[config.mk]
export PLATFORM = sky130hd
export DESIGN_NAME = vss_top
export DESIGN_NICKNAME = d
export VERILOG_FILES = /design/src/hw/vss_pkg.sv /design/src/hw/vss_sync.sv /design/src/hw/vss_rail.sv /design/src/hw/vss_top.sv
export SDC_FILE = /design/constraint.sdc
export NUM_CORES = 1
export LEC_CHECK = 0
export ABC_AREA = 1
export BUFFER_PORTS_ARGS = -buffer_cell sky130_fd_sc_hd__buf_4
export CORE_MARGIN = 2
export CORE_UTILIZATION = 40
export CTS_BUF_LIST = sky130_fd_sc_hd__clkbuf_8
export DETAILED_ROUTE_END_ITERATION = 6
export SLEW_MARGIN = 20
export SYNTH_ARGS = -nofsm -noshare
export SYNTH_HDL_FRONTEND = slang
export SYNTH_SLANG_ARGS = --single-unit
[constraint.sdc]
create_clock -name pclk -period 5.4 [get_ports pclk]
set_clock_uncertainty 0.2 [all_clocks]
set_input_delay 0.81 -clock pclk [delete_from_list [all_inputs] [get_ports pclk]]
set_output_delay 0.81 -clock pclk [all_outputs]
set_load 0.01 [all_outputs]
[src/hw/vss_pkg.sv]
package vss_pkg;
  // ************************************************************
  // phase level encoding
  // ************************************************************
  typedef enum logic [1:0] {
    VSS_PH_LOW = 2'b00,
    VSS_PH_MID = 2'b01,
    VSS_PH_HIGH = 2'b10
  } vss_phase_t;

  // ************************************************************
  // timing
  // ************************************************************
  localparam int CLK_MHZ = 125;
  localparam int OCP_LATCH_US = 50;
  localparam int OCP_LATCH_CYC = OCP_LATCH_US * CLK_MHZ;
  localparam int CFG_CAPTURE_CYC = 16;

  // ************************************************************
  // widths and register map
  // ************************************************************
  localparam int REF_W = 8;
  localparam int MAIN_PH = 3;
  localparam int AUX_PH = 2;
  localparam int CFG_W = 8;
  localparam logic [7:0] REG_CTRL = 8'h00;
  localparam logic [7:0] REG_TARGET = 8'h04;
  localparam logic [7:0] REG_STATUS = 8'h08;
  localparam logic [7:0] REG_IRQ_STAT = 8'h0c;
  localparam logic [7:0] REG_IRQ_MASK = 8'h10;
  localparam logic [7:0] REG_REF = 8'h14;
  localparam logic [7:0] REG_CFG = 8'h18;
  localparam int CTRL_SLEW_LSB = 0;
  localparam int SLEW_W = 4;
  localparam logic [REF_W-1:0] TARGET_RST = 8'h80;
  localparam logic [SLEW_W-1:0] SLEW_RST = 4'h3;
  localparam int IRQ_W = 5;
  localparam int IRQ_OCP = 0;
  localparam int IRQ_OCP_SEV = 1;
  localparam int IRQ_UV = 2;
  localparam int IRQ_OV_MAIN = 3;
  localparam int IRQ_OV_AUX = 4;
endpackage

[src/hw/vss_sync.sv]
`timescale 1ns/10ps
// ************************************************************
// two-stage synchroniser
// ************************************************************
module vss_sync #(
  parameter int W = 1
) (
  // clock
  input wire logic pclk,
  input wire logic presetn,
  input wire logic ce,
  // data
  input wire logic [W-1:0] d,
  output logic [W-1:0] q
);
  logic [W-1:0] meta_q;

  always_ff @(posedge pclk or negedge presetn)
  begin
    if (!presetn)
    begin
      meta_q <= '0;
      q <= '0;
    end
    else if (ce)
    begin
      meta_q <= d;
      q <= meta_q;
    end
  end
endmodule

[src/hw/vss_rail.sv]
`timescale 1ns/10ps
// ************************************************************
// per-rail reference ramp, phase levels and over-voltage handling
// ************************************************************
module vss_rail #(
  parameter int NPH = 3
) (
  // clock
  input wire logic pclk,
  input wire logic presetn,
  input wire logic ce,
  // sequencing
  input wire logic run,
  input wire logic starting,
  input wire logic step,
  input wire logic [vss_pkg::REF_W-1:0] target,
  // comparators, synchronised
  input wire logic ov_diff,
  input wire logic ov_current_sense_reference,
  input wire logic ov_start,
  input wire logic above_ov,
  input wire logic [NPH-1:0] pwm_req,
  // results
  output logic [vss_pkg::REF_W-1:0] ref_q,
  output logic [2*NPH-1:0] phase,
  output logic ov_trip,
  output logic ov_latched
);
  logic [NPH-1:0] fired_q;
  logic ov_q;
  logic ov_raw;
  logic at_zero;

  assign ov_raw = starting ? ov_start : (ov_diff | ov_current_sense_reference);
  assign ov_trip = run & ov_raw & ~ov_q;
  assign at_zero = (ref_q == '0);
  assign ov_latched = ov_q;

  always_ff @(posedge pclk or negedge presetn)
  begin
    if (!presetn)
    begin
      ref_q <= '0;
      ov_q <= 1'b0;
      fired_q <= '0;
    end
    else if (ce)
    begin
      if (!run && !ov_q)
      begin
        ref_q <= '0;
        fired_q <= '0;
      end
      else if (ov_trip)
        ov_q <= 1'b1;
      else if (ov_q)
      begin
        if (step && !at_zero)
          ref_q <= ref_q - 1'b1;
      end
      else
      begin
        if (step && ref_q < target)
          ref_q <= ref_q + 1'b1;
        fired_q <= fired_q | pwm_req;
      end
      if (!run && ov_q && !starting)
        ov_q <= ov_q;
    end
  end

  always_comb
  begin
    for (int i = 0; i < NPH; i++)
    begin
      if (ov_q)
      begin
        if (!at_zero && !above_ov)
          phase[2*i +: 2] = vss_pkg::VSS_PH_MID;
        else
          phase[2*i +: 2] = vss_pkg::VSS_PH_LOW;
      end
      else if (!run || !fired_q[i])
        phase[2*i +: 2] = vss_pkg::VSS_PH_MID;
      else if (pwm_req[i])
        phase[2*i +: 2] = vss_pkg::VSS_PH_HIGH;
      else
        phase[2*i +: 2] = vss_pkg::VSS_PH_LOW;
    end
  end
endmodule

[src/hw/vss_top.sv]
// Added by the designer: the register offsets and register access over APB.
`timescale 1ns/10ps
// Summary of operation
// - hold startup while driver line low
// - after lockouts clear, capture config, phases mid
// - one enable starts both rails, releases line
// - counter ramps reference to target
// - phase stays mid until first pulse
// - disable returns phases to mid
// - current limit starts 50 us latch-off timer
// - severe over-current shuts down at once
// - over-current latch cleared by lockout or enable toggle
// - lockout blocks startup and ignores commands
// - under-voltage drops regulator ready
// - over-voltage drops ready, phases low, ramp down
// - mid level when below falling threshold
// - at zero reference, hold phases low
// - fixed threshold used during startup
// - either over-voltage monitor trips
module vss_top (
  // clock and reset
  input wire logic pclk,
  input wire logic presetn,
  input wire logic ce,
  // apb
  input wire logic psel,
  input wire logic penable,
  input wire logic pwrite,
  input wire logic [7:0] paddr,
  input wire logic [31:0] pwdata,
  output logic [31:0] prdata,
  output logic pready,
  output logic pslverr,
  // supplies and enable
  input wire logic vcc_ok,
  input wire logic ramp_supply_sense,
  input wire logic enable,
  input wire logic [vss_pkg::CFG_W-1:0] cfg_pins,
  // driver ready line, open drain style
  input wire logic driver_ready_line_i,
  output logic driver_ready_line_o,
  output logic driver_ready_line_oe,
  // comparators
  input wire logic ilim_trip,
  input wire logic ilim_severe,
  input wire logic [1:0] uv_trip,
  input wire logic [1:0] ov_diff,
  input wire logic [1:0] ov_current_sense_reference,
  input wire logic [1:0] ov_start,
  input wire logic [1:0] above_ov,
  input wire logic [4:0] pwm_req,
  // outputs
  output logic [5:0] phase_main,
  output logic [3:0] phase_aux,
  output logic regulator_ready,
  output logic irq
);
  // ************************************************************
  // synchronisers
  // ************************************************************
  localparam int NS = 21 + vss_pkg::CFG_W;
  logic [NS-1:0] raw_in;
  logic [NS-1:0] syn;
  logic vcc_s, rmp_s, en_s, drv_s, ilim_s, sev_s;
  logic [1:0] uv_s, ovd_s, ovc_s, ovs_s, abv_s;
  logic [4:0] pw_s;
  logic [vss_pkg::CFG_W-1:0] cfg_s;

  assign raw_in = {vcc_ok, ramp_supply_sense, enable, driver_ready_line_i, ilim_trip, ilim_severe,
                   uv_trip, ov_diff, ov_current_sense_reference, ov_start, above_ov, pwm_req, cfg_pins};
  assign {vcc_s, rmp_s, en_s, drv_s, ilim_s, sev_s, uv_s, ovd_s, ovc_s, ovs_s, abv_s,
          pw_s, cfg_s} = syn;

  vss_sync #(.W(NS)) u_sync (
    .pclk(pclk),
    .presetn(presetn),
    .ce(ce),
    .d(raw_in),
    .q(syn)
  );

  // ************************************************************
  // sequencer
  // ************************************************************
  typedef enum logic [2:0] {
    ST_LOCKOUT,
    ST_CAPTURE,
    ST_IDLE,
    ST_SOFT,
    ST_RUN,
    ST_OCP_OFF
  } vss_state_t;

  vss_state_t state_q, state_d;
  logic supplies_ok, en_q, en_toggle;
  logic [7:0] cap_cnt_q;
  logic [13:0] ocp_cnt_q;
  logic [vss_pkg::CFG_W-1:0] cfg_q;
  logic run, starting, ramp_done, ocp_fire;
  logic [1:0] ov_trip, ov_lat;
  logic [vss_pkg::REF_W-1:0] ref_main, ref_aux;
  logic [vss_pkg::SLEW_W-1:0] slew_q;
  logic [vss_pkg::REF_W-1:0] target_q;

  assign supplies_ok = vcc_s & rmp_s;
  assign en_toggle = en_q & ~en_s;
  assign run = (state_q == ST_SOFT) || (state_q == ST_RUN);
  assign starting = (state_q == ST_SOFT);
  assign ramp_done = (ref_main == target_q) && (ref_aux == target_q);
  assign ocp_fire = run && (sev_s || (ilim_s && ocp_cnt_q >= 14'(vss_pkg::OCP_LATCH_CYC - 1)));

  always_comb
  begin
    state_d = state_q;
    unique case (state_q)
      ST_LOCKOUT:
        if (supplies_ok)
          state_d = ST_CAPTURE;
      ST_CAPTURE:
        if (cap_cnt_q == 8'(vss_pkg::CFG_CAPTURE_CYC - 1))
          state_d = ST_IDLE;
      ST_IDLE:
        if (en_s && drv_s)
          state_d = ST_SOFT;
      ST_SOFT:
        if (ocp_fire)
          state_d = ST_OCP_OFF;
        else if (!en_s || !drv_s)
          state_d = ST_IDLE;
        else if (ramp_done)
          state_d = ST_RUN;
      ST_RUN:
        if (ocp_fire)
          state_d = ST_OCP_OFF;
        else if (!en_s || !drv_s)
          state_d = ST_IDLE;
      ST_OCP_OFF:
        if (en_toggle)
          state_d = ST_IDLE;
    endcase
    if (!supplies_ok)
      state_d = ST_LOCKOUT;
  end

  always_ff @(posedge pclk or negedge presetn)
  begin
    if (!presetn)
    begin
      state_q <= ST_LOCKOUT;
      en_q <= 1'b0;
      cap_cnt_q <= '0;
      cfg_q <= '0;
      ocp_cnt_q <= '0;
    end
    else if (ce)
    begin
      state_q <= state_d;
      en_q <= en_s;
      cap_cnt_q <= (state_q == ST_CAPTURE) ? cap_cnt_q + 8'h01 : 8'h00;
      if (state_q == ST_CAPTURE)
        cfg_q <= cfg_s;
      ocp_cnt_q <= (run && ilim_s) ? ocp_cnt_q + 14'h0001 : 14'h0000;
    end
  end

  // ************************************************************
  // soft-start step timer
  // ************************************************************
  logic [vss_pkg::SLEW_W-1:0] step_cnt_q;
  logic step;
  assign step = (step_cnt_q == slew_q);
  always_ff @(posedge pclk or negedge presetn)
  begin
    if (!presetn)
      step_cnt_q <= '0;
    else if (ce)
      step_cnt_q <= step ? '0 : step_cnt_q + 1'b1;
  end

  // ************************************************************
  // rails; over-voltage latch survives a driver-line drop, cleared by enable toggle or lockout
  // ************************************************************
  logic rail_rstn, rail_clr_q;

  always_ff @(posedge pclk or negedge presetn)
  begin
    if (!presetn)
      rail_clr_q <= 1'b0;
    else if (ce)
      rail_clr_q <= en_toggle | ~supplies_ok;
  end

  assign rail_rstn = presetn & ~rail_clr_q;

  vss_rail #(.NPH(vss_pkg::MAIN_PH)) u_main (
    .pclk(pclk),
    .presetn(rail_rstn),
    .ce(ce),
    .run(run),
    .starting(starting),
    .step(step),
    .target(target_q),
    .ov_diff(ovd_s[0]),
    .ov_current_sense_reference(ovc_s[0]),
    .ov_start(ovs_s[0]),
    .above_ov(abv_s[0]),
    .pwm_req(pw_s[2:0]),
    .ref_q(ref_main),
    .phase(phase_main),
    .ov_trip(ov_trip[0]),
    .ov_latched(ov_lat[0])
  );

  vss_rail #(.NPH(vss_pkg::AUX_PH)) u_aux (
    .pclk(pclk),
    .presetn(rail_rstn),
    .ce(ce),
    .run(run),
    .starting(starting),
    .step(step),
    .target(target_q),
    .ov_diff(ovd_s[1]),
    .ov_current_sense_reference(ovc_s[1]),
    .ov_start(ovs_s[1]),
    .above_ov(abv_s[1]),
    .pwm_req(pw_s[4:3]),
    .ref_q(ref_aux),
    .phase(phase_aux),
    .ov_trip(ov_trip[1]),
    .ov_latched(ov_lat[1])
  );

  // ************************************************************
  // outputs
  // ************************************************************
  logic rdy_q, drv_en_q;

  always_ff @(posedge pclk or negedge presetn)
  begin
    if (!presetn)
    begin
      rdy_q <= 1'b0;
      drv_en_q <= 1'b0;
    end
    else if (ce)
    begin
      rdy_q <= (state_q == ST_RUN) && !(|uv_s) && !(|ov_lat) && !(|ov_trip);
      drv_en_q <= en_s && (state_d inside {ST_IDLE, ST_SOFT, ST_RUN});
    end
  end

  assign regulator_ready = rdy_q;
  // released line floats high via pull-up; we drive low unless enabled and headed for idle, soft-start or run
  assign driver_ready_line_o = 1'b0;
  assign driver_ready_line_oe = ~drv_en_q;

  // ************************************************************
  // apb registers and interrupt
  // ************************************************************
  logic [vss_pkg::IRQ_W-1:0] irq_stat_q, irq_mask_q, irq_ev;
  logic wr, rd_ok;
  logic [31:0] rd_mux;

  assign irq_ev = {ov_trip[1], ov_trip[0], run & (|uv_s), run & sev_s, ocp_fire};
  assign pready = 1'b1;
  // commands are ignored while the supplies are out of lockout range
  assign wr = psel & penable & pwrite & supplies_ok;
  assign rd_ok = (paddr == vss_pkg::REG_CTRL) || (paddr == vss_pkg::REG_TARGET) ||
                 (paddr == vss_pkg::REG_STATUS) || (paddr == vss_pkg::REG_IRQ_STAT) ||
                 (paddr == vss_pkg::REG_IRQ_MASK) || (paddr == vss_pkg::REG_REF) ||
                 (paddr == vss_pkg::REG_CFG);
  assign pslverr = psel & penable & ~rd_ok;
  assign irq = |(irq_stat_q & irq_mask_q);

  always_comb
  begin
    rd_mux = 32'h0000_0000;
    unique case (paddr)
      vss_pkg::REG_CTRL: rd_mux[vss_pkg::SLEW_W-1:0] = slew_q;
      vss_pkg::REG_TARGET: rd_mux[vss_pkg::REF_W-1:0] = target_q;
      vss_pkg::REG_STATUS: rd_mux[10:0] = {ov_lat, drv_s, en_s, supplies_ok, rdy_q,
                                           2'b00, state_q};
      vss_pkg::REG_IRQ_STAT: rd_mux[vss_pkg::IRQ_W-1:0] = irq_stat_q;
      vss_pkg::REG_IRQ_MASK: rd_mux[vss_pkg::IRQ_W-1:0] = irq_mask_q;
      vss_pkg::REG_REF: rd_mux[15:0] = {ref_aux, ref_main};
      vss_pkg::REG_CFG: rd_mux[vss_pkg::CFG_W-1:0] = cfg_q;
      default: rd_mux = 32'h0000_0000;
    endcase
  end

  always_ff @(posedge pclk or negedge presetn)
  begin
    if (!presetn)
    begin
      slew_q <= vss_pkg::SLEW_RST;
      target_q <= vss_pkg::TARGET_RST;
      irq_mask_q <= '0;
      irq_stat_q <= '0;
      prdata <= 32'h0000_0000;
    end
    else if (ce)
    begin
      if (wr && paddr == vss_pkg::REG_CTRL)
        slew_q <= pwdata[vss_pkg::CTRL_SLEW_LSB +: vss_pkg::SLEW_W];
      if (wr && paddr == vss_pkg::REG_TARGET)
        target_q <= pwdata[vss_pkg::REF_W-1:0];
      if (wr && paddr == vss_pkg::REG_IRQ_MASK)
        irq_mask_q <= pwdata[vss_pkg::IRQ_W-1:0];
      // set wins over write-one-to-clear
      irq_stat_q <= (irq_stat_q & ~((wr && paddr == vss_pkg::REG_IRQ_STAT) ?
                     pwdata[vss_pkg::IRQ_W-1:0] : '0)) | irq_ev;
      if (psel && !penable && !pwrite)
        prdata <= supplies_ok ? rd_mux : 32'h0000_0000;
    end
  end

  // ************************************************************
  // checks
  // ************************************************************
  property p_hold_driver;
    @(posedge pclk) disable iff (!presetn)
    (state_q == ST_IDLE && !drv_s && ce) |=> state_q != ST_SOFT;
  endproperty
  a_hold_driver: assert property (p_hold_driver) else $error("start while driver low");

  property p_mid_disabled;
    @(posedge pclk) disable iff (!presetn)
    (state_q == ST_IDLE && !(|ov_lat)) |-> (phase_main == 6'h15 && phase_aux == 4'h5);
  endproperty
  a_mid_disabled: assert property (p_mid_disabled) else $error("phase not mid");

  property p_severe;
    @(posedge pclk) disable iff (!presetn)
    (run && sev_s && ce && supplies_ok) |=> state_q == ST_OCP_OFF;
  endproperty
  a_severe: assert property (p_severe) else $error("no immediate shutdown");

  property p_ocp_hold;
    @(posedge pclk) disable iff (!presetn)
    (state_q == ST_OCP_OFF && supplies_ok && !en_toggle) |=> state_q == ST_OCP_OFF;
  endproperty
  a_ocp_hold: assert property (p_ocp_hold) else $error("left latch-off");

  property p_lockout;
    @(posedge pclk) disable iff (!presetn)
    (!supplies_ok && ce) |=> (state_q == ST_LOCKOUT && !drv_en_q);
  endproperty
  a_lockout: assert property (p_lockout) else $error("ran under lockout");

  property p_uv_ready;
    @(posedge pclk) disable iff (!presetn)
    (|uv_s && ce) |=> !regulator_ready;
  endproperty
  a_uv_ready: assert property (p_uv_ready) else $error("ready despite undervoltage");

  property p_ref_monotonic;
    @(posedge pclk) disable iff (!presetn)
    (starting && !(|ov_lat) && $past(starting)) |-> ref_main >= $past(ref_main);
  endproperty
  a_ref_monotonic: assert property (p_ref_monotonic) else $error("ramp fell");
  property p_drive_line;
    @(posedge pclk) disable iff (!presetn)
    (state_q == ST_RUN) |-> !driver_ready_line_oe;
  endproperty
  a_drive_line: assert property (p_drive_line) else $error("line not released");
endmodule

==> summary.md <==
| Metric | Value |
|---|---|
| Hold Slack | 0.200 ns |
| Leakage power | 0.00484 µW |
| Critical path arrival | 2.12 ns |
| Met3 global-route usage | 3.51% |
| Worst-Margin Slew | 0.957 ns |
| Cell area after layout | 9650 µm² |
| Largest net degree at the start of global routing | 106 |
| Post-DRT Antenna Nets | 0 |
| Critical path buffers and inverters | 2 |
| IO buf count | 80 |
| Core footprint | 20,900 µm² |
| Worst skew pair latency | 0.47 ns |
| DIE AREA | 22,300 µm² |
| Max-slew headroom | 36.2% |
| RSZ-0062 raised after global routing | false |
| First-pass detailed-route iteration total | 6 |
| Fin crit share | 57.9% |
| PwrDens | 289 nW/µm² |
| Fmax | 320 MHz |
| Initial core utilization | 40.5% |
| Worst-case reg-to-reg path depth | 8 |
| Mapped Area | 8460 µm² |
| Worst path depth | 4 |
| Post-CTS Setup Inserts | 0 |
| Final Max Slew Viols | 0 |
| Fin. Hold Viols | 0 |
| Post-Synthesis Cells | 1,048 |
| Post-CTS Resized | 0 |
| WL/cell | 14.6 µm |
| Maxcap violations | 0 |
| Status | finished, final reports clean |
| Area Growth Syn to Fin | 14.1% |
| Critical Path End Type | output pin |
| First-pass GRT wire length | 35.0 mm |
| Total CTS buffers | 17 |
| Initial antenna violation count | 0 |
| Final setup fails | 0 |
| Total grt overflow | 0 |
| H-tree levels | 4 |
| Seq/Total Area, Yosys | 47.4% |
| Sum of negative setup slack | 0 ns |
| Remaining DRCs | 0 |
| Nets@finish | 1,230 |
| Worst path top cell family by delay | flip-flops |
| Area after DPL | 9240 µm² |
| M2 GR Usage | 31.9% |
| Most Crowded Layer GR | met2 |
| Worst-path clk slew | 0.10 ns |
| Hold WC Path Type | flip-flop to async pin |
| Synthesized area per cell | 8.07 µm² |
| Root buf cell | clkbuf_8 |
| N_diodes | 0 |
| Std-Cell Rows | 53 |
| Total track usage | 19.9% |
| Ports | 123 |
| Iteration-0 DRC Markers | 534 |
| CP max-delay cell | dfrtp_1 |
| Synth unique cells | 45 |
| Vias per cell | 4.96 |
| CTS max path bufs | 2 |
| Critical path data required time | 4.39 ns |
| Yosys warns | 0 |
| Hpwl dp | 15.0 mm |
| Crit start category | flip-flop |
| Total routed wirelength | 20.5 mm |
| CTS Sinks | 160 |
| Worst vdd ir | 161 µV |
| Vias in the first global route | 6,765 |
| WS Path Type | flip-flop to output pin |
| Die Wd | 149 µm |
| CTS tree | yes |
| Crit path time final | 3.13 ns |
| GPL Wtd Cong | 0.877 |
| Maximum fanout along the worst path | 15 |
| Hold-fix buffers, CTS | 0 |
| Die Ht | 149 µm |
| Met1 usage | 28.0% |
| Via Count | 6,981 |
| Worst-path cell chain | clkinv_1, o21ai_0, nand2_1, buf_4 |
| Synthesized flop and latch total | 160 |
| Layout cell share with drive strength beyond 1 | 12.9% |
| CP max stage delay | 0.81 ns |
==> layer usage <==
| metal | vias to the layer above | wire (µm) |
|---|---|---|
| li1 | 3542 | - |
| met1 | 3274 | 9920 |
| met2 | 144 | 9510 |
| met3 | 21 | 816 |
| met4 | 0 | 276 |
| met5 | - | 0 |
==> kinds of logic (layout without fill, tap and decap cells) <==
| family | after synthesis | in the layout | share of synthesized area [%] |
|---|---|---|---|
| AO/OA/AOI/OAI | 182 | 182 | 12.1 |
| XOR/XNOR | 23 | 23 | 2.38 |
| adder cells (fa/ha/maj) | 35 | 35 | 5.35 |
| buffers and inverters | 158 | 227 | 8.13 |
| flip-flops | 160 | 160 | 47.4 |
| other | 2 | 18 | 0.0888 |
| AND/OR/NAND/NOR | 488 | 488 | 24.6 |
==> placed cells by master, fill, tap and decap left out, types with 11 or more instances in the layout <==
cell type	instances
nor3_1	12
clkbuf_8	19
a21oi_1	38
o31ai_1	12
nand3_1	51
o21ai_0	96
xor2_1	14
nor2_1	48
nand2_1	334
conb_1	18
buf_4	85
nand4_1	11
ha_1	33
dfrtp_1	157
inv_1	100
==> tightest hold or removal path, cell delays in order, from the launching register on <==
cell     delay (ns)
dfrtp_1        0.40
nor2_2         0.10
buf_4          0.31
==> sequential cells by signal, indices dropped and copies added, names as in the netlist, 2 cells and up <==
register	flops
irq_stat_q	5
irq_mask_q	5
u_aux.fired_q	2
step_cnt_q	4
ocp_cnt_q	14
u_main.ref_q	8
u_sync.meta_q	29
cap_cnt_q	8
u_aux.ref_q	8
u_sync.q	29
u_main.fired_q	3
state_q	3
prdata	16
cfg_q	8
target_q	8
slew_q	4
==> path summary, 6_finish.rpt <==
path	startpoint	to	slack, ns
setup / recovery	u_aux.ov_latched	phase_aux[0]	2.27
hold / removal	rail_clr_q	u_aux.ref_q[2]	0.20
setup reg to reg	u_aux.ov_latched	u_aux.ref_q[6]	2.48
hold reg to reg	rail_clr_q	u_aux.ref_q[2]	0.20
max in group asynchronous	presetn	u_main.ref_q[7]	3.71
min in group pclk	u_sync.meta_q[4]	u_sync.meta_q[4]	0.28
==> area by class of cell <==
class	instances	area, µm²
Fill cell	2140	11200
Sequential cell	160	4010
Multi-Input combinational cell	746	3830
Timing Repair Buffer	86	649
Inverter	109	409
Tap cell	275	344
Clock buffer	19	262
Clock inverter	13	151
==> metrics by stage <==
stage / utilization (%) / instances / setup WS, ns / power, µW
final: 46.2 / 1408 / 2.27 / 2790
after global routing: 46.2 / 1408 / 2.10 / 2970
after CTS: 46.2 / 1408 / 2.25 / 2820
after detailed placement: 44.2 / 1376 / 2.05 / 1890
after global placement: 44.2 / 1376 / 2.14 / 1880
after floorplan: - / 1064 / 2.91 / 1730
==> synth_stat cells (all sizes together) <==
cell type / number / share of area [%]
a31oi: 3 / 0.22
nand2: 337 / 15
a211oi: 2 / 0.18
nand3b: 1 / 0.089
nand4: 11 / 0.81
o211ai: 8 / 0.71
o21bai: 1 / 0.089
xnor2: 9 / 0.93
a221oi: 1 / 0.10
inv: 106 / 4.7
a21oi: 38 / 2.2
conb: 2 / 0.089
nand3: 51 / 3.0
xor2: 14 / 1.4
or2: 2 / 0.15
o22ai: 6 / 0.44
o21ai: 99 / 5.9
nor4: 12 / 1.1
clkbuf: 19 / 0.84
buf: 30 / 2.5
a22oi: 5 / 0.44
o2111ai: 5 / 0.52
clkinv: 3 / 0.13
o31ai: 12 / 1.1
nor2: 59 / 3.2
nor3: 14 / 1.0
ha: 33 / 4.9
dfstp: 3 / 0.93
dfrtp: 157 / 46
fa: 2 / 0.47
and3: 1 / 0.074
o311ai: 2 / 0.21
==> power breakdown <==
| part | leakage, µW | switching, µW | internal [µW] |
|---|---|---|---|
| registers | 0.00207 | 94.3 | 1300 |
| clock network | 0.000213 | 478 | 445 |
| logic | 0.00256 | 282 | 193 |
No activity file was read; power rests on OpenSTA's default activity.
